===== src/logic/cht_pkg.sv =====
// package: register map, field positions and reset values of the card host interface
package cht_pkg;
  // register byte offsets
  localparam logic [7:0] OFS_CONTROL = 8'h00;
  localparam logic [7:0] OFS_MODE_CONFIG = 8'h04;
  localparam logic [7:0] OFS_DATA_TIMEOUT = 8'h08;
  localparam logic [7:0] OFS_CARD_SLOT_WIDTH = 8'h0c;
  localparam logic [7:0] OFS_COMMAND_ARGUMENT = 8'h10;
  localparam logic [7:0] OFS_COMMAND_ISSUE = 8'h14;
  localparam logic [7:0] OFS_RESPONSE_WORD0 = 8'h20;
  localparam logic [7:0] OFS_RESPONSE_WORD1 = 8'h24;
  localparam logic [7:0] OFS_RESPONSE_WORD2 = 8'h28;
  localparam logic [7:0] OFS_RESPONSE_WORD3 = 8'h2c;
  localparam logic [7:0] OFS_RECEIVE_DATA = 8'h30;
  localparam logic [7:0] OFS_TRANSMIT_DATA = 8'h34;
  localparam logic [7:0] OFS_STATUS_FLAGS = 8'h40;
  localparam logic [7:0] OFS_IRQ_ENABLE_SET = 8'h44;
  localparam logic [7:0] OFS_IRQ_ENABLE_CLEAR = 8'h48;
  localparam logic [7:0] OFS_IRQ_MASK_VIEW = 8'h4c;
  // control bits
  localparam int CTL_IFACE_ENABLE = 0;
  localparam int CTL_IFACE_DISABLE = 1;
  localparam int CTL_POWER_SAVE_ON = 2;
  localparam int CTL_POWER_SAVE_OFF = 3;
  localparam int CTL_SOFT_RESET = 7;
  // mode_config fields
  localparam int MODE_CARD_CLOCK_DIVIDER_LSB = 0;
  localparam int MODE_POWER_SAVE_DIVIDER_LSB = 8;
  localparam int MODE_PAD_SEL = 14;
  localparam int MODE_DMA_SEL = 15;
  localparam int MODE_BLOCK_LENGTH_LSB = 16;
  localparam int MODE_BLOCK_LENGTH_W = 14;
  localparam logic [31:0] MODE_WRITE_MASK = 32'h3fffc7ff;
  localparam logic [31:0] MODE_RESET = 32'h00000000;
  localparam logic [31:0] DTO_WRITE_MASK = 32'h0000007f;
  localparam logic [31:0] SLOT_WRITE_MASK = 32'h0000008f;
  localparam int SLOT_BUS_WIDTH = 7;
  // command_issue fields
  localparam int CMD_TRCMD_LSB = 16;
  localparam int CMD_TRDIR = 18;
  localparam int CMD_TRTYP_LSB = 19;
  localparam logic [1:0] TRCMD_START = 2'h1;
  localparam logic [1:0] TRCMD_STOP = 2'h2;
  localparam logic [1:0] TRTYP_SINGLE = 2'h0;
  localparam logic [1:0] TRTYP_MULTI = 2'h1;
  localparam logic [1:0] TRTYP_STREAM = 2'h2;
  // status_flags bit positions
  localparam int ST_CMD_READY = 0;
  localparam int ST_RX_READY = 1;
  localparam int ST_TX_READY = 2;
  localparam int ST_BLOCK_END = 3;
  localparam int ST_NOT_BUSY = 5;
  localparam int ST_RX_IDLE = 6;
  localparam int ST_TX_IDLE = 7;
  localparam int ST_TX_EMPTY = 14;
  localparam int ST_RX_EMPTY = 15;
  localparam int ST_OVERRUN = 30;
  localparam int ST_UNDERRUN = 31;
  localparam logic [31:0] STATUS_RESET = 32'h0000c0e5;
  localparam logic [7:0] PAD_LOW = 8'h00;
  localparam logic [7:0] PAD_HIGH = 8'hff;
endpackage


===== src/logic/cht_card_host_interface.sv =====
// card host interface: apb register bank, card clock divider and data transfer engine
// Functional notes
// - with dma mode set, data registers are served by the dma channel only
// - unfilled write block bytes are padded with 0x00 or 0xff by pad select
// - transfer completion shows in a status flag and raises the interrupt if enabled
// - single block, multiple block and stream transfers, read and write
// - in dma mode underrun and overrun flags clear when the transfer completes
// - card_slot_width selects the active slot and the data bus width
// - enable bit enables unless disable is also written; disable disables
// - power save on enters power save unless power save off written too
// - in power save, while no transfer is busy, the card clock is divided further by two to the divider
// - card clock is master clock over twice the divider plus one
// - soft reset bit performs a full reset of the interface logic
// - response words read by repeated reads at one address or consecutive ones
// - bus width bit clear uses one data line, set uses four
// - one line mode drives data line zero only, others stay free
// - interface stays disabled after reset until software enables it
module cht_card_host_interface (
  input wire logic clk_sys,
  input wire logic reset,
  input wire logic psel,
  input wire logic penable,
  input wire logic pwrite,
  input wire logic [7:0] paddr,
  input wire logic [31:0] pwdata,
  output logic [31:0] prdata,
  output logic pready,
  output logic pslverr,
  output logic irq,
  output logic cardClk,
  output logic [3:0] slotSel,
  input wire logic [3:0] dataIn,
  output logic [3:0] dataOut,
  output logic [3:0] dataOeN,
  output logic dmaRxReq,
  output logic dmaTxReq,
  input wire logic dmaRxRead,
  input wire logic dmaTxWrite,
  input wire logic [31:0] dmaTxData,
  output logic [31:0] dmaRxData,
  input wire logic rspWrite,
  input wire logic [1:0] rspIndex,
  input wire logic [31:0] rspData
);
  logic [31:0] modeCfg;
  logic [31:0] dataTimeout;
  logic [31:0] slotWidth;
  logic [31:0] cmdArg;
  logic [31:0] irqMask;
  logic ifaceEnabled;
  logic powerSave;
  logic busy;
  logic dirRead;
  logic [1:0] xferType;
  logic stopReq;
  logic [31:0] shiftReg;
  logic [4:0] bitCnt;
  logic [13:0] byteCnt;
  logic [15:0] divCnt;
  logic [31:0] txData;
  logic txFull;
  logic [31:0] rxData;
  logic rxFull;
  logic underrun;
  logic overrun;
  logic blockEndFlag;
  logic [31:0] rspMem [4];
  logic [1:0] rspPtr;
  logic [31:0] statusWord;
  logic [31:0] readMux;
  logic [7:0] addr;
  logic addrMapped;
  logic apbAccess;
  logic apbWrite;
  logic apbRead;
  logic ctrlWrite;
  logic softReset;
  logic startCmd;
  logic stopCmd;
  logic rspRead;
  logic dmaMode;
  logic wide;
  logic [7:0] padByte;
  logic [13:0] blockLen;
  logic psActive;
  logic [15:0] halfPeriod;
  logic clkToggle;
  logic dataEvent;
  logic [4:0] step;
  logic [4:0] next_bitCnt;
  logic byteBoundary;
  logic wordBoundary;
  logic loadWord;
  logic [31:0] txWord;
  logic [31:0] curWord;
  logic [31:0] rxShift;
  logic streamStop;
  logic blockLast;
  logic finishEvt;
  logic moveEvt;
  logic rxWordDone;
  logic txTaken;
  logic underrunEvt;
  logic overrunEvt;
  logic txLoad;
  logic [31:0] txLoadData;
  logic rxPop;
  logic statusRead;

  // apb decode; the slave never inserts wait states
  assign addr = {paddr[7:2], 2'b00};
  assign pready = 1'b1;
  assign apbAccess = psel & penable;
  assign apbWrite = apbAccess & pwrite;
  assign apbRead = apbAccess & ~pwrite;
  assign pslverr = apbAccess & ~addrMapped;
  assign ctrlWrite = apbWrite & (addr == cht_pkg::OFS_CONTROL);
  assign softReset = ctrlWrite & pwdata[cht_pkg::CTL_SOFT_RESET];
  assign statusRead = apbRead & (addr == cht_pkg::OFS_STATUS_FLAGS);
  assign rspRead = apbRead & (addr[7:4] == 4'h2);

  always_comb begin
    unique case (addr)
      cht_pkg::OFS_CONTROL, cht_pkg::OFS_MODE_CONFIG, cht_pkg::OFS_DATA_TIMEOUT,
      cht_pkg::OFS_CARD_SLOT_WIDTH, cht_pkg::OFS_COMMAND_ARGUMENT,
      cht_pkg::OFS_COMMAND_ISSUE, cht_pkg::OFS_RESPONSE_WORD0, cht_pkg::OFS_RESPONSE_WORD1,
      cht_pkg::OFS_RESPONSE_WORD2, cht_pkg::OFS_RESPONSE_WORD3, cht_pkg::OFS_RECEIVE_DATA,
      cht_pkg::OFS_TRANSMIT_DATA, cht_pkg::OFS_STATUS_FLAGS, cht_pkg::OFS_IRQ_ENABLE_SET,
      cht_pkg::OFS_IRQ_ENABLE_CLEAR, cht_pkg::OFS_IRQ_MASK_VIEW: addrMapped = 1'b1;
      default: addrMapped = 1'b0;
    endcase
  end

  // mode fields
  assign dmaMode = modeCfg[cht_pkg::MODE_DMA_SEL];
  assign padByte = modeCfg[cht_pkg::MODE_PAD_SEL] ? cht_pkg::PAD_HIGH : cht_pkg::PAD_LOW;
  assign blockLen = modeCfg[cht_pkg::MODE_BLOCK_LENGTH_LSB +: cht_pkg::MODE_BLOCK_LENGTH_W];
  assign wide = slotWidth[cht_pkg::SLOT_BUS_WIDTH];
  assign slotSel = slotWidth[3:0];

  // write-only and read-only registers read as zero where nothing is stored
  always_comb begin
    statusWord = 32'h0;
    statusWord[cht_pkg::ST_CMD_READY] = 1'b1;
    statusWord[cht_pkg::ST_RX_READY] = rxFull;
    statusWord[cht_pkg::ST_TX_READY] = ~txFull;
    statusWord[cht_pkg::ST_BLOCK_END] = blockEndFlag;
    statusWord[cht_pkg::ST_NOT_BUSY] = ~busy;
    statusWord[cht_pkg::ST_RX_IDLE] = ~(busy & dirRead);
    statusWord[cht_pkg::ST_TX_IDLE] = ~(busy & ~dirRead);
    statusWord[cht_pkg::ST_TX_EMPTY] = ~txFull;
    statusWord[cht_pkg::ST_RX_EMPTY] = ~rxFull;
    statusWord[cht_pkg::ST_OVERRUN] = overrun;
    statusWord[cht_pkg::ST_UNDERRUN] = underrun;
    unique case (addr)
      cht_pkg::OFS_MODE_CONFIG: readMux = modeCfg;
      cht_pkg::OFS_DATA_TIMEOUT: readMux = dataTimeout;
      cht_pkg::OFS_CARD_SLOT_WIDTH: readMux = slotWidth;
      cht_pkg::OFS_COMMAND_ARGUMENT: readMux = cmdArg;
      cht_pkg::OFS_RESPONSE_WORD0, cht_pkg::OFS_RESPONSE_WORD1, cht_pkg::OFS_RESPONSE_WORD2,
      cht_pkg::OFS_RESPONSE_WORD3: readMux = rspMem[rspPtr];
      cht_pkg::OFS_RECEIVE_DATA: readMux = rxData;
      cht_pkg::OFS_STATUS_FLAGS: readMux = statusWord;
      cht_pkg::OFS_IRQ_MASK_VIEW: readMux = irqMask;
      default: readMux = 32'h0;
    endcase
  end

  // read data is captured in the setup cycle so it stands through the access cycle
  always_ff @(posedge clk_sys or posedge reset) begin
    if (reset) begin
      prdata <= 32'h0;
    end else if (psel & ~penable & ~pwrite) begin
      prdata <= readMux;
    end
  end

  assign irq = |(statusWord & irqMask);

  // enable and power save state
  always_ff @(posedge clk_sys or posedge reset) begin
    if (reset) begin
      ifaceEnabled <= 1'b0;
      powerSave <= 1'b0;
    end else if (softReset) begin
      ifaceEnabled <= 1'b0;
      powerSave <= 1'b0;
    end else if (ctrlWrite) begin
      if (pwdata[cht_pkg::CTL_IFACE_DISABLE]) begin
        ifaceEnabled <= 1'b0;
      end else if (pwdata[cht_pkg::CTL_IFACE_ENABLE]) begin
        ifaceEnabled <= 1'b1;
      end
      if (pwdata[cht_pkg::CTL_POWER_SAVE_OFF]) begin
        powerSave <= 1'b0;
      end else if (pwdata[cht_pkg::CTL_POWER_SAVE_ON]) begin
        powerSave <= 1'b1;
      end
    end
  end

  // software registers
  always_ff @(posedge clk_sys or posedge reset) begin
    if (reset) begin
      modeCfg <= cht_pkg::MODE_RESET;
      dataTimeout <= 32'h0;
      slotWidth <= 32'h0;
      cmdArg <= 32'h0;
      irqMask <= 32'h0;
    end else if (softReset) begin
      modeCfg <= cht_pkg::MODE_RESET;
      dataTimeout <= 32'h0;
      slotWidth <= 32'h0;
      cmdArg <= 32'h0;
      irqMask <= 32'h0;
    end else if (apbWrite) begin
      unique case (addr)
        cht_pkg::OFS_MODE_CONFIG: modeCfg <= pwdata & cht_pkg::MODE_WRITE_MASK;
        cht_pkg::OFS_DATA_TIMEOUT: dataTimeout <= pwdata & cht_pkg::DTO_WRITE_MASK;
        cht_pkg::OFS_CARD_SLOT_WIDTH: slotWidth <= pwdata & cht_pkg::SLOT_WRITE_MASK;
        cht_pkg::OFS_COMMAND_ARGUMENT: cmdArg <= pwdata;
        cht_pkg::OFS_IRQ_ENABLE_SET: irqMask <= irqMask | pwdata;
        cht_pkg::OFS_IRQ_ENABLE_CLEAR: irqMask <= irqMask & ~pwdata;
        default: irqMask <= irqMask;
      endcase
    end
  end

  // response words: any response address returns the next word in turn
  always_ff @(posedge clk_sys or posedge reset) begin
    if (reset) begin
      rspPtr <= 2'h0;
      for (int i = 0; i < 4; i++) begin
        rspMem[i] <= 32'h0;
      end
    end else if (softReset) begin
      rspPtr <= 2'h0;
      for (int i = 0; i < 4; i++) begin
        rspMem[i] <= 32'h0;
      end
    end else begin
      if (rspWrite) begin
        rspMem[rspIndex] <= rspData;
      end
      if (rspWrite & (rspIndex == 2'h0)) begin
        rspPtr <= 2'h0;
      end else if (rspRead) begin
        rspPtr <= rspPtr + 2'h1;
      end
    end
  end

  // card clock: power save slows it only while no data moves
  assign psActive = powerSave & ~busy;
  assign halfPeriod = ({8'h00, modeCfg[cht_pkg::MODE_CARD_CLOCK_DIVIDER_LSB +: 8]} + 16'h0001)
    << (psActive ? modeCfg[cht_pkg::MODE_POWER_SAVE_DIVIDER_LSB +: 3] : 3'h0);
  assign clkToggle = ifaceEnabled & (divCnt >= halfPeriod - 16'h0001);

  always_ff @(posedge clk_sys or posedge reset) begin
    if (reset) begin
      divCnt <= 16'h0;
      cardClk <= 1'b0;
    end else if (softReset | ~ifaceEnabled) begin
      divCnt <= 16'h0;
      cardClk <= 1'b0;
    end else if (clkToggle) begin
      divCnt <= 16'h0;
      cardClk <= ~cardClk;
    end else begin
      divCnt <= divCnt + 16'h0001;
    end
  end

  // reads sample on the rising card edge, writes change on the falling one
  assign dataEvent = busy & clkToggle & (dirRead ? ~cardClk : cardClk);
  assign step = wide ? 5'h4 : 5'h1;
  assign next_bitCnt = bitCnt + step;
  assign byteBoundary = next_bitCnt[2:0] == 3'h0;
  assign wordBoundary = next_bitCnt == 5'h0;
  assign loadWord = ~dirRead & (bitCnt == 5'h0);
  assign txWord = (stopReq | ~txFull) ? {4{padByte}} : txData;
  assign curWord = loadWord ? txWord : shiftReg;
  assign rxShift = wide ? {shiftReg[27:0], dataIn} : {shiftReg[30:0], dataIn[0]};
  assign streamStop = (xferType == cht_pkg::TRTYP_STREAM) & stopReq & (bitCnt == 5'h0);
  assign blockLast = (xferType != cht_pkg::TRTYP_STREAM) & byteBoundary
    & ((byteCnt + 14'h0001) == blockLen);
  assign moveEvt = dataEvent & ~streamStop;
  assign finishEvt = dataEvent & (streamStop
    | (blockLast & ((xferType == cht_pkg::TRTYP_SINGLE) | stopReq)));

  // transfer engine
  assign startCmd = apbWrite & (addr == cht_pkg::OFS_COMMAND_ISSUE) & ~busy & ifaceEnabled
    & (pwdata[cht_pkg::CMD_TRCMD_LSB +: 2] == cht_pkg::TRCMD_START);
  assign stopCmd = apbWrite & (addr == cht_pkg::OFS_COMMAND_ISSUE)
    & (pwdata[cht_pkg::CMD_TRCMD_LSB +: 2] == cht_pkg::TRCMD_STOP);

  always_ff @(posedge clk_sys or posedge reset) begin
    if (reset) begin
      busy <= 1'b0;
      dirRead <= 1'b0;
      xferType <= cht_pkg::TRTYP_SINGLE;
      stopReq <= 1'b0;
      shiftReg <= 32'h0;
      bitCnt <= 5'h0;
      byteCnt <= 14'h0;
    end else if (softReset) begin
      busy <= 1'b0;
      dirRead <= 1'b0;
      xferType <= cht_pkg::TRTYP_SINGLE;
      stopReq <= 1'b0;
      shiftReg <= 32'h0;
      bitCnt <= 5'h0;
      byteCnt <= 14'h0;
    end else if (startCmd) begin
      busy <= 1'b1;
      dirRead <= pwdata[cht_pkg::CMD_TRDIR];
      xferType <= pwdata[cht_pkg::CMD_TRTYP_LSB +: 2];
      stopReq <= 1'b0;
      bitCnt <= 5'h0;
      byteCnt <= 14'h0;
    end else if (busy) begin
      if (stopCmd) begin
        stopReq <= 1'b1;
      end
      if (finishEvt) begin
        busy <= 1'b0;
      end
      if (moveEvt) begin
        shiftReg <= dirRead ? rxShift : (curWord << step);
        bitCnt <= next_bitCnt;
        if (byteBoundary) begin
          byteCnt <= blockLast ? 14'h0 : byteCnt + 14'h0001;
        end
      end
    end
  end

  // write pins: one line in narrow mode leaves lines 1 to 3 undriven;
  // the last bit stands until the falling card edge after the card sampled it
  always_ff @(posedge clk_sys or posedge reset) begin
    if (reset) begin
      dataOut <= 4'h0;
      dataOeN <= 4'hf;
    end else if (softReset | ~ifaceEnabled | (busy & dirRead)) begin
      dataOut <= 4'h0;
      dataOeN <= 4'hf;
    end else if (moveEvt) begin
      dataOut <= wide ? curWord[31:28] : {3'h0, curWord[31]};
      dataOeN <= wide ? 4'h0 : 4'he;
    end else if (~busy & clkToggle & cardClk) begin
      dataOut <= 4'h0;
      dataOeN <= 4'hf;
    end
  end

  // data registers and flags; processor and dma paths never both count
  assign txLoad = dmaMode ? dmaTxWrite
    : (apbWrite & (addr == cht_pkg::OFS_TRANSMIT_DATA));
  assign txLoadData = dmaMode ? dmaTxData : pwdata;
  assign rxPop = dmaMode ? dmaRxRead
    : (apbRead & (addr == cht_pkg::OFS_RECEIVE_DATA));
  assign rxWordDone = moveEvt & dirRead & wordBoundary;
  assign txTaken = moveEvt & loadWord & ~stopReq & txFull;
  assign underrunEvt = moveEvt & loadWord & ~stopReq & ~txFull;
  assign overrunEvt = rxWordDone & rxFull & ~rxPop;
  assign dmaRxReq = dmaMode & rxFull;
  assign dmaTxReq = dmaMode & busy & ~dirRead & ~txFull;
  assign dmaRxData = rxData;

  always_ff @(posedge clk_sys or posedge reset) begin
    if (reset) begin
      txData <= 32'h0;
      txFull <= 1'b0;
      rxData <= 32'h0;
      rxFull <= 1'b0;
      underrun <= 1'b0;
      overrun <= 1'b0;
      blockEndFlag <= 1'b0;
    end else if (softReset) begin
      txData <= 32'h0;
      txFull <= 1'b0;
      rxData <= 32'h0;
      rxFull <= 1'b0;
      underrun <= 1'b0;
      overrun <= 1'b0;
      blockEndFlag <= 1'b0;
    end else begin
      if (txLoad) begin
        txData <= txLoadData;
        txFull <= 1'b1;
      end else if (txTaken) begin
        txFull <= 1'b0;
      end
      if (rxWordDone) begin
        rxData <= rxShift;
        rxFull <= 1'b1;
      end else if (rxPop) begin
        rxFull <= 1'b0;
      end
      // a new event outranks the clear in the same cycle
      if (underrunEvt) begin
        underrun <= 1'b1;
      end else if (statusRead | (finishEvt & dmaMode)) begin
        underrun <= 1'b0;
      end
      if (overrunEvt) begin
        overrun <= 1'b1;
      end else if (statusRead | (finishEvt & dmaMode)) begin
        overrun <= 1'b0;
      end
      if (moveEvt & blockLast) begin
        blockEndFlag <= 1'b1;
      end else if (statusRead) begin
        blockEndFlag <= 1'b0;
      end
    end
  end
endmodule // cht_card_host_interface


===== config.mk =====
export PLATFORM = sky130hd
export DESIGN_NAME = cht_card_host_interface
export DESIGN_NICKNAME = d
export VERILOG_FILES = /design/src/logic/cht_pkg.sv /design/src/logic/cht_card_host_interface.sv
export SDC_FILE = /design/constraint.sdc
export NUM_CORES = 1
export LEC_CHECK = 0
export BUFFER_PORTS_ARGS = -buffer_cell sky130_fd_sc_hd__buf_4
export CAP_MARGIN = 20
export CORE_MARGIN = 5
export CORE_UTILIZATION = 50
export CTS_CLUSTER_DIAMETER = 60
export DETAILED_ROUTE_END_ITERATION = 16
export PLACE_DENSITY = 0.72
export SKIP_CTS_REPAIR_TIMING = 1
export SLEW_MARGIN = 20
export SYNTH_ARGS = -nofsm -noshare
export SYNTH_HDL_FRONTEND = slang
export SYNTH_SLANG_ARGS = --single-unit

===== constraint.sdc =====
create_clock -name clk_sys -period 15.1 [get_ports clk_sys]
set_input_delay 0.755 -clock clk_sys [delete_from_list [all_inputs] [get_ports clk_sys]]
set_output_delay 0.755 -clock clk_sys [all_outputs]
set_load 0.03 [all_outputs]

* Word level (Yosys, flattened, before mapping)
Index checks and enable logic that the tools add are counted.
Operators by class: reductions and logical operators 48, div/mod/pow operators 0, shifts and indexed selects 2, order comparisons 4, bitwise operators 74, $add $sub $neg 6, equality and inequality tests 22, mux-type cells 103, $mul 0
Operators with widths (number):
- 32-bit 2-to-1 mux | 30
- 128-bit 2-to-1 mux | 2
- 32-bit one-hot mux with 8 select lines | 1
- 128-bit bitwise mux | 1
- 14-bit 2-to-1 mux | 6
- 32-bit bitwise AND | 2
- 32-bit binary-select mux with 2-bit select | 1
- 32-bit demux with 2-bit select | 1
- 32-bit one-hot mux with 2 select lines | 1
- 1-bit bitwise AND | 48
- 3-bit nonzero test | 14
- 1-bit 2-to-1 mux | 38
- 6-bit by 4-bit equality test with 1-bit output (second input constant) | 6
- 16-bit 2-to-1 mux | 2
- 4-bit 2-to-1 mux | 8
- 32-bit inverter | 1
- 32-bit OR | 1
- 32-bit OR reduction | 1
- 32-bit by 3-bit left shift with 32-bit output | 1
- 2-bit nonzero test | 13
- 6-bit by 5-bit equality test with 1-bit output (second input constant) | 4
- 5-bit 2-to-1 mux | 4
- 2-bit AND reduction | 9
- 16-bit by 1-bit adder with 16-bit output (second input constant) | 1
- other kinds (31) | 63
Word-level totals: word-level logic and storage cells 290, bits of input ports 118, latch bits 0, memory bits (writable) 0, memories 0, ROM bits 0, output and inout bits 82, flip-flop bits (word level) 474

* Logic depth before layout (Yosys ltp)
Gate-level depths: netlist (run 1).
depth after elaboration 16, mapped depth 21

* Worst setup path before layout (run 1)
Ideal clock, no wire load.
path type register -> register, start point reg modeCfg[1], end point reg shiftReg[10], slack 10.600 ns, setup time 0.142 ns, arrival 4.358 ns, stages on the path, launching flop included 19, required time 14.958 ns, cells stage by stage dfrtp_1 > clkbuf_1 > nand2_1 > o21a_1 > or3_1 > a22o_1 > mux2_2 > nor4b_2 > nand3_1 > xnor2_1 > ha_1 > nand4_1 > or2_2 > o22ai_1 > a21oi_1 > nor2_1 > clkbuf_1 > clkbuf_1 > a211oi_1
Between the ends: cells in the longest elaborated chain, start to end 10
Ends and longest elaborated chain:
- start: declaration | RTL line cht_card_host_interface.sv:45 | logic [31:0] modeCfg;
- start signal: assignment | RTL line cht_card_host_interface.sv:205 | modeCfg <= cht_pkg::MODE_RESET;
- start signal: assignment | RTL line cht_card_host_interface.sv:211 | modeCfg <= cht_pkg::MODE_RESET;
- start signal: assignment | RTL line cht_card_host_interface.sv:218 | cht_pkg::OFS_MODE_CONFIG: modeCfg <= pwdata & cht_pkg::MODE_WRITE_MASK;
- 8-bit by 1-bit adder with 9-bit output | RTL line cht_card_host_interface.sv:255 | assign halfPeriod = ({8'h00, modeCfg[cht_pkg::MODE_CARD_CLOCK_DIVIDER_LSB +: 8]} + 16'h0001)
- 9-bit by 3-bit left shift with 16-bit output | RTL line cht_card_host_interface.sv:255
- 16-bit by 1-bit subtractor with 16-bit output | RTL line cht_card_host_interface.sv:257 | assign clkToggle = ifaceEnabled & (divCnt >= halfPeriod - 16'h0001);
- 16-bit greater-or-equal comparator | RTL line cht_card_host_interface.sv:257
- 1-bit bitwise AND | RTL line cht_card_host_interface.sv:257
- 1-bit bitwise AND (2 in series) | RTL line cht_card_host_interface.sv:275 | assign dataEvent = busy & clkToggle & (dirRead ? ~cardClk : cardClk);
- 1-bit bitwise AND | RTL line cht_card_host_interface.sv:287 | assign moveEvt = dataEvent & ~streamStop;
- 2-bit nonzero test (no line)
- 3-bit AND reduction (no line)
- end signal: assignment | RTL line cht_card_host_interface.sv:329 | shiftReg <= dirRead ? rxShift : (curWord << step);
- end: declaration | RTL line cht_card_host_interface.sv:56 | logic [31:0] shiftReg;
Every way passes these cells. A chain may end at the register's enable or synchronous reset.

* Worst setup path after layout (run 1)
start point reg busy, end point reg shiftReg[0]
Between the ends: cells in the longest elaborated chain, start to end 12, elaborated cells between the ends (all ways) 17, classes of those cells 1 x add/sub; 1 x order compare; 1 x eq/ne; 1 x shift; 1 x mux; 9 x bitwise; 3 x reduce/logical
Ends and longest elaborated chain:
- start: declaration | RTL line cht_card_host_interface.sv:52 | logic busy;
- start signal: assignment | RTL line cht_card_host_interface.sv:299 | busy <= 1'b0;
- start signal: assignment | RTL line cht_card_host_interface.sv:307 | busy <= 1'b0;
- start signal: assignment | RTL line cht_card_host_interface.sv:315 | busy <= 1'b1;
- 1-bit inverter | RTL line cht_card_host_interface.sv:254, cht_card_host_interface.sv:292
- 1-bit bitwise AND | RTL line cht_card_host_interface.sv:254 | assign psActive = powerSave & ~busy;
- 3-bit 2-to-1 mux | RTL line cht_card_host_interface.sv:256 | << (psActive ? modeCfg[cht_pkg::MODE_POWER_SAVE_DIVIDER_LSB +: 3] : 3'h0);
- 9-bit by 3-bit left shift with 16-bit output | RTL line cht_card_host_interface.sv:255
- 16-bit by 1-bit subtractor with 16-bit output | RTL line cht_card_host_interface.sv:257
- 16-bit greater-or-equal comparator | RTL line cht_card_host_interface.sv:257
- 1-bit bitwise AND | RTL line cht_card_host_interface.sv:257
- 1-bit bitwise AND (2 in series) | RTL line cht_card_host_interface.sv:275
- 1-bit bitwise AND | RTL line cht_card_host_interface.sv:287
- 2-bit nonzero test (no line)
- 3-bit AND reduction (no line) *
Every way passes the cells marked *; elsewhere a longest branch is shown, timed or not.

==> reports/qor.txt, run 1 <==
DETAILED ROUTING
--------------------------------------------------------------------------------
DRC violation count after routing .................................            0
Post-Route WL .....................................................      72.8 mm
Detail Route Antenna Nets .........................................            0
DRC marker count from the first detailed-route iteration ..........        2,506
Total via count in the routed design ..............................       19,600
Via count normalized by instance count ............................         6.28
DR WL/cell ........................................................      23.3 µm
Drt first pass iters ..............................................            7

CLOCK NETWORK
--------------------------------------------------------------------------------
CTS sink count ....................................................          415
Num CTS Buffers ...................................................           47
Clock H-tree levels ...............................................            2
Clock Tree Root ...................................................    clkbuf_16
Clock slew at reported path FFs ...................................        60 ps
Skew-Pair Late Insertion Delay ....................................       600 ps
TritonCTS clock tree ..............................................        built
Maximum clock insertion buffer count ..............................            3

POWER
--------------------------------------------------------------------------------
Pwr Density .......................................................   119 mW/mm²
Sequential cell fraction of total power ...........................        45.1%
Total internal power ..............................................      2150 µW
Combinational share of power ......................................        14.9%
Clock group share of total power ..................................        40.1%
Switching power share of the total ................................        29.2%
Net switching component of the power ..............................       887 µW
Static power due to leakage .......................................    0.0104 µW
Worst ir drop on vdd ..............................................      96.4 µV

YOSYS
--------------------------------------------------------------------------------
Most instantiated library cell after synthesis ....................      nand2_1
Synth area leader .................................................      dfrtp_1
Number of enable-type register cells in the synthesized netlist ...            0
Count of state elements after synthesis ...........................          415
Netlist area before placement .....................................   0.0221 mm²
YS warnings .......................................................            0
Sequential element share of the synthesized area ..................        47.1%
Synth Instances ...................................................        2,421
Number of unique standard cell types used by synthesis ............           77
Yosys top cell area share .........................................        46.9%
Post-synth top cells .............................................. nand2_1, dfrtp_1, a21oi_1
Average cell area after synthesis .................................     9.11 µm²
Flip-flop cell with the highest count after synthesis .............      dfrtp_1
Synth area leaders ................................................ dfrtp_1, nand2_1, a21oi_1, mux2i_1, nor2_1
Mapped Nets .......................................................        2,562
Fraction of registers with async set/reset ........................         100%

PLACEMENT
--------------------------------------------------------------------------------
Half-perimeter wire length after detailed placement ...............      49.1 mm
Final weighted congestion of routability-driven global placement ..        0.923
Port Buffer Count .................................................          196

CRITICAL PATH
--------------------------------------------------------------------------------
CP max FO .........................................................           65
Critical path buffer and inverter count ...........................            1
Arrival time reported for the critical path endpoint ..............      6210 ps
Critical path class ...............................................      reg2reg
Kind of cell with the highest combined delay on the critical path . compound AO/OA/AOI/OAI gates
Cells traversed along the worst timing path ....................... nand3b_1 > mux2_2 > a21oi_1 > nand2_1 > a211oi_1 > and4bb_2 > nand3_1 > nor2b_1 > ha_1 > a21o_1 > a21o_1 > a21oi_1 > o22ai_1 > a21oi_1 > nor2_4 > buf_4 > mux2i_1 > nor2_1
Most Frequent Cell on Critical Path ...............................      a21oi_1
Highest-delay cell along the critical path ........................     nand3b_1
Largest stage delay, worst path ...................................       710 ps
Worst Setup End Kind ..............................................     register
Critical Path Start Type ..........................................     register
Required time of the critical path ................................    15,540 ps

GLOBAL ROUTE
--------------------------------------------------------------------------------
Maximum number of pins on one net before global-route repair ......          254
Number of antenna violations at the first check in global routing .            3
Wire length of the first global-routing pass ......................       111 mm
Number of global-route vias before repair .........................       18,800
Total GRT Usage ...................................................        29.6%
Total global routing overflow .....................................            0

FLOORPLAN
--------------------------------------------------------------------------------
Number of I/O pins ................................................          200
Effective utilization at floorplan ................................        50.2%
Core Area .........................................................   0.0439 mm²
Die Footprint .....................................................   0.0484 mm²
Die span in x .....................................................       220 µm
Die Y-Extent ......................................................       220 µm
Row count .........................................................           77

LAYOUT
--------------------------------------------------------------------------------
Net count of the finished layout ..................................        2,632
Area added between synthesis and finish ...........................        15.8%
Share of layout cells above drive strength 1 ......................        16.7%
Antenna Cells .....................................................            0
Share of the core filled with cells ...............................        58.2%

RUN STATUS
--------------------------------------------------------------------------------
Outcome ........................................................... finished clean

STA
--------------------------------------------------------------------------------
Period minus WS final .............................................      5770 ps
Rel. slew slack ...................................................        21.0%
RSZ-0062 raised after global routing ..............................        false
Sum of negative setup slack .......................................         0 ps
Final count of pins violating max slew ............................            0
Clk_skew ..........................................................      18.7 ps
Endpoints failing hold ............................................            0
Highest Clock Rate ................................................    0.173 GHz
Number of endpoints failing setup at the final stage ..............            0
Final Hold Slack ..................................................       260 ps
Transition time at the pin with the least slew margin .............      1190 ps
Fin crit share ....................................................        38.2%

JOB
--------------------------------------------------------------------------------
Number of maximum-capacitance violations ..........................            0

MIN PATH
--------------------------------------------------------------------------------
Hold crit path type ...............................................     in2async

==> layer usage <==
metal  vias up  share of wire, %  GRT usage [%]  wire length, µm
met5         -             0.049              0               36
met4         6               3.3           9.03             2420
met3       141                10           6.88             7560
met2       960                46           46.3            33500
met1      9709                40           41.3            29300
li1       8794                 -              -                -
==> final timing paths <==
check | from | end | slack [ps] | cells after the start
worst max register to register | busy | shiftReg[0] | 9330 | 18
min in group clk_sys | rspData[15] | rspMem[111] | 410 | 3
worst max-delay path | busy | shiftReg[0] | 9330 | 18
max in group asynchronous | reset | dmaRxData[17] | 13300 | 4
worst min-delay path | reset | prdata[24] | 260 | 2
worst min register to register | irqMask[4] | irqMask[4] | 500 | 1
==> area by class of cell <==
type,instances,area (µm²)
Fill cell,3871,18400
Multi-Input combinational cell,1780,10900
Sequential cell,415,10400
Timing Repair Buffer,227,1790
Clock buffer,67,1390
Tap cell,592,741
Clock inverter,21,272
Inverter,20,82.6
==> kinds of logic (layout without fill, tap and decap cells) <==
kind of cell / Yosys count / in the layout / synth area share [%]
AO/OA/AOI/OAI: 684 / 684 / 19.6
AND/OR/NAND/NOR: 865 / 865 / 16.8
XOR/XNOR: 49 / 49 / 1.95
flip-flops: 415 / 415 / 47.1
other: 1 / 1 / 0.0170
adder cells (fa/ha/maj): 23 / 23 / 1.30
multiplexers: 158 / 158 / 9.17
buffers and inverters: 226 / 335 / 4.06
==> worst reg2reg max path, cell delays in order (launching register included) <==
cell	delay, ps
dfrtp_1	630
nand3b_1	710
mux2_2	480
a21oi_1	380
nand2_1	120
a211oi_1	280
and4bb_2	320
nand3_1	100
nor2b_1	150
ha_1	290
a21o_1	180
a21o_1	160
a21oi_1	160
o22ai_1	110
a21oi_1	710
nor2_4	90
buf_4	350
mux2i_1	340
nor2_1	50
==> power by group through the flow <==
| stage | Clock, µW | Sequential [µW] | Combinational [µW] |
|---|---|---|---|
| 2_1_floorplan | 0 | 1360 | 270 |
| 5_1_grt | 1280 | 1380 | 495 |
| 3_5_place_dp | 0 | 1380 | 449 |
| 3_3_place_gp | 0 | 1380 | 429 |
| 4_1_cts | 1240 | 1360 | 451 |
| 6_report | 1220 | 1370 | 452 |
==> state kept, by name, summed over array words and instances, names as in the netlist, 4 cells and up <==
register	cells
shiftReg	32
cmdArg	32
divCnt	16
byteCnt	14
txData	32
dataTimeout	7
bitCnt	5
modeCfg	27
rspMem	128
prdata	32
irqMask	32
dataOut	4
dmaRxData	32
slotWidth	5
==> metrics by stage <==
step	total power, µW	instances	worst slack, ps	instance area [µm²]
detailed placement	1830	3033	9470	23900
CTS	3050	3121	9430	25500
global placement	1810	3031	9500	23800
floorplan	1630	2421	2800	22100
global route	3160	3122	9000	25500
finish	3040	3122	9330	25500
==> cell usage in the layout (no fill, tap or decap), drive strengths merged, types with 6 or more instances in the layout <==
cell type	Yosys	final
a211oi	98	98
a21boi	6	6
a21o	10	10
a21oi	237	237
a221oi	8	8
a222oi	25	25
a22o	35	35
a22oi	35	35
a31oi	75	75
and2	6	6
and3	13	13
buf	36	227
clkbuf	170	67
clkinv	0	9
dfrtp	413	413
ha	23	23
inv	20	27
mux2	33	33
mux2i	93	93
mux4	32	32
nand2	473	473
nand3	43	43
nand3b	7	7
nand4	11	11
nor2	222	222
nor2b	9	9
nor3	28	28
nor3b	9	9
nor4	10	10
o21ai	109	109
o22ai	6	6
o2bb2ai	7	7
or3	7	7
xnor2	22	22
xor2	27	27
(Power assumes the default switching activity.)
==> inputs of run 2 (changes only) <==
PLACE_DENSITY = 0.75   (was 0.72)
clock period = 5.1 ns   (was 15.1 ns; I/O delays follow)
==> reports/qor.txt, run 2 (same netlist as run 1, synthesis figures left out) <==
RUN STATUS
--------------------------------------------------------------------------------
Outcome ........................................................... finished with violations
Failing checks .................................................... negative hold slack

LAYOUT
--------------------------------------------------------------------------------
Total area of multi-input combinational cells .....................   0.0109 mm²   +0.20%
Register containing the most flip-flops in the final layout .......       rspMem
Number of flip-flops in the largest register ......................          128   unchanged
Share of layout cells above drive strength 1 ......................        16.9%   +0.20 points
Net count of the finished layout ..................................        2,721   +3.4%
Total area of sequential cells ....................................   0.0104 mm²   about the same
Commonest cells after routing, fill and taps aside ................ nand2_1, dfrtp_1, buf_4
Area added between synthesis and finish ...........................        19.0%
Share of the core filled with cells ...............................        59.8%   +1.6 points
Number of filler instances in the final layout ....................        3,784   -2.2%
Most common cell after layout, fill and taps aside ................      nand2_1
Final cell count without fillers ..................................        3,211   +2.9%

STA
--------------------------------------------------------------------------------
Transition time at the pin with the least slew margin .............      1050 ps   -136 ps
Fin crit share ....................................................        92.8%   +55 points
Final count of pins violating max slew ............................            0   unchanged
Rel. slew slack ...................................................        30.1%   +9.1 points
RSZ-0062 raised after global routing ..............................        false
Final Hold Slack ..................................................     -39.8 ps   -300 ps
Clk_skew ..........................................................      25.3 ps   +6.61 ps
Period minus WS final .............................................      4730 ps   -1040 ps
Highest Clock Rate ................................................    0.211 GHz   +22%
Endpoints failing hold ............................................            6   +6
Number of endpoints failing setup at the final stage ..............            0   unchanged

POWER
--------------------------------------------------------------------------------
Worst ir drop on vdd ..............................................       285 µV   +200%
Static power due to leakage .......................................    0.0107 µW   +2.8%
Pwr Density .......................................................   333 mW/mm²   +180%

CRITICAL PATH
--------------------------------------------------------------------------------
Kind of cell with the highest combined delay on the critical path . compound AO/OA/AOI/OAI gates
Cells traversed along the worst timing path ....................... nand3_1 > o21a_1 > or3_1 > a22o_1 > mux2_2 > and4bb_2 > nand3_1 > nor2b_1 > ha_1 > a21o_1 > a21o_1 > a21oi_1 > o21ai_0 > a21oi_2 > buf_4 > nor3_4 > buf_12 > a211oi_1
Arrival time reported for the critical path endpoint ..............      5220 ps   -990 ps
Largest stage delay, worst path ...................................       500 ps   -210 ps
Critical path buffer and inverter count ...........................            2   +1
Critical Path Start Type ..........................................     register
Required time of the critical path ................................      5590 ps   -9950 ps
Critical path class ...............................................      reg2reg
Highest-delay cell along the critical path ........................      dfrtp_1
Worst Setup End Kind ..............................................     register
CP max FO .........................................................           64   -1.5%

FLOORPLAN
--------------------------------------------------------------------------------
Die span in x .....................................................       220 µm   unchanged
Effective utilization at floorplan ................................        50.2%   unchanged
Number of I/O pins ................................................          200   unchanged
Die Footprint .....................................................   0.0484 mm²   unchanged
Row count .........................................................           77   unchanged
Die Y-Extent ......................................................       220 µm   unchanged
Core Area .........................................................   0.0439 mm²   unchanged

CLOCK NETWORK
--------------------------------------------------------------------------------
TritonCTS clock tree ..............................................        built
Maximum clock insertion buffer count ..............................            3   unchanged
Num CTS Buffers ...................................................           45   -4.3%
Clock Tree Root ...................................................    clkbuf_16
CTS sink count ....................................................          415   unchanged
Clock slew at reported path FFs ...................................        60 ps   about the same
Clock H-tree levels ...............................................            2   unchanged
Skew-Pair Late Insertion Delay ....................................       600 ps   about the same

GLOBAL ROUTE
--------------------------------------------------------------------------------
GRT met2 Usage ....................................................        47.2%   +0.93 points
Number of antenna violations at the first check in global routing .            4   +1
Met1 GRT Util .....................................................        42.1%   +0.80 points
Total global routing overflow .....................................            0   unchanged
Highest-utilization routing layer at the global route stage .......         met2
Total GRT Usage ...................................................        30.0%   +0.46 points
GRT met3 Usage ....................................................        6.13%   -0.76 points
Maximum number of pins on one net before global-route repair ......          177   -30%
Wire length of the first global-routing pass ......................       113 mm   +2.0%
Number of global-route vias before repair .........................       19,200   +2.3%

DETAILED ROUTING
--------------------------------------------------------------------------------
Detail Route Antenna Nets .........................................            0   unchanged
DRC marker count from the first detailed-route iteration ..........        2,373   -5.3%
DR WL/cell ........................................................      23.1 µm   -0.94%
Drt first pass iters ..............................................            9   +2
DRC violation count after routing .................................            0   unchanged
Total via count in the routed design ..............................       20,100   +2.3%
Via count normalized by instance count ............................         6.25   -0.58%
Post-Route WL .....................................................      74.2 mm   +1.9%

MIN PATH
--------------------------------------------------------------------------------
Hold crit path type ...............................................       in2reg

PLACEMENT
--------------------------------------------------------------------------------
Port Buffer Count .................................................          196   unchanged
Total placed cells including tap cells ............................        3,060   +0.89%
Half-perimeter wire length after detailed placement ...............      51.0 mm   +3.9%
Final weighted congestion of routability-driven global placement ..        0.935   +1.3%

JOB
--------------------------------------------------------------------------------
Number of maximum-capacitance violations ..........................            0   unchanged

[run 2: stage by stage]
step	setup TNS, ps	cell area (µm²)	setup WS, ps	power (µW)
2_1_floorplan	-309310	22100	-749	4820
3_3_place_gp	0	24100	300	5350
3_5_place_dp	0	24100	28.1	5410
4_1_cts	0	25600	33.9	8710
5_1_grt	0	26200	74.9	9070
6_report	0	26300	367	8750
[run 2: tightest hold or removal path, stage by stage]
cell and delay [ps]:
buf_4 140, nand2_1 60, a21oi_1 50
[run 2: report_power, final]
| group | switching (µW) | internal, µW | total (µW) |
|---|---|---|---|
| sequential | 366 | 3680 | 4050 |
| clock | 1410 | 1890 | 3300 |
| combinational | 792 | 604 | 1400 |
| total | 2570 | 6180 | 8750 |
[run 2: cell type report]
class	instances	share of cell area, %
clock buffer	67	4.99
sequential	415	39.6
clock inverter	13	0.658
inverter	20	0.300
tap	592	2.82
antenna	6	0.0572
timing repair buffer	318	10.0
multi-input combinational	1780	41.5
[run 2: layer usage]
layer / part of all wire [%] / wire length, µm
met5: 0.0094 / 7
met4: 3.3 / 2470
met1: 40 / 29800
met3: 10 / 7540
met2: 46 / 34400
[run 2: path summary, 6_finish.rpt]
path	startpoint	endpoint	slack, ps	depth (start not counted)
max in group asynchronous	reset	dmaRxData[4]	3750	4
min reg2reg	irqMask[20]	irqMask[20]	500	1
max reg2reg	modeCfg[2]	dmaRxData[11]	370	18
min	pwdata[22]	modeCfg[22]	-40	3
min in group asynchronous	reset	prdata[22]	470	4
max	modeCfg[2]	dmaRxData[11]	370	18
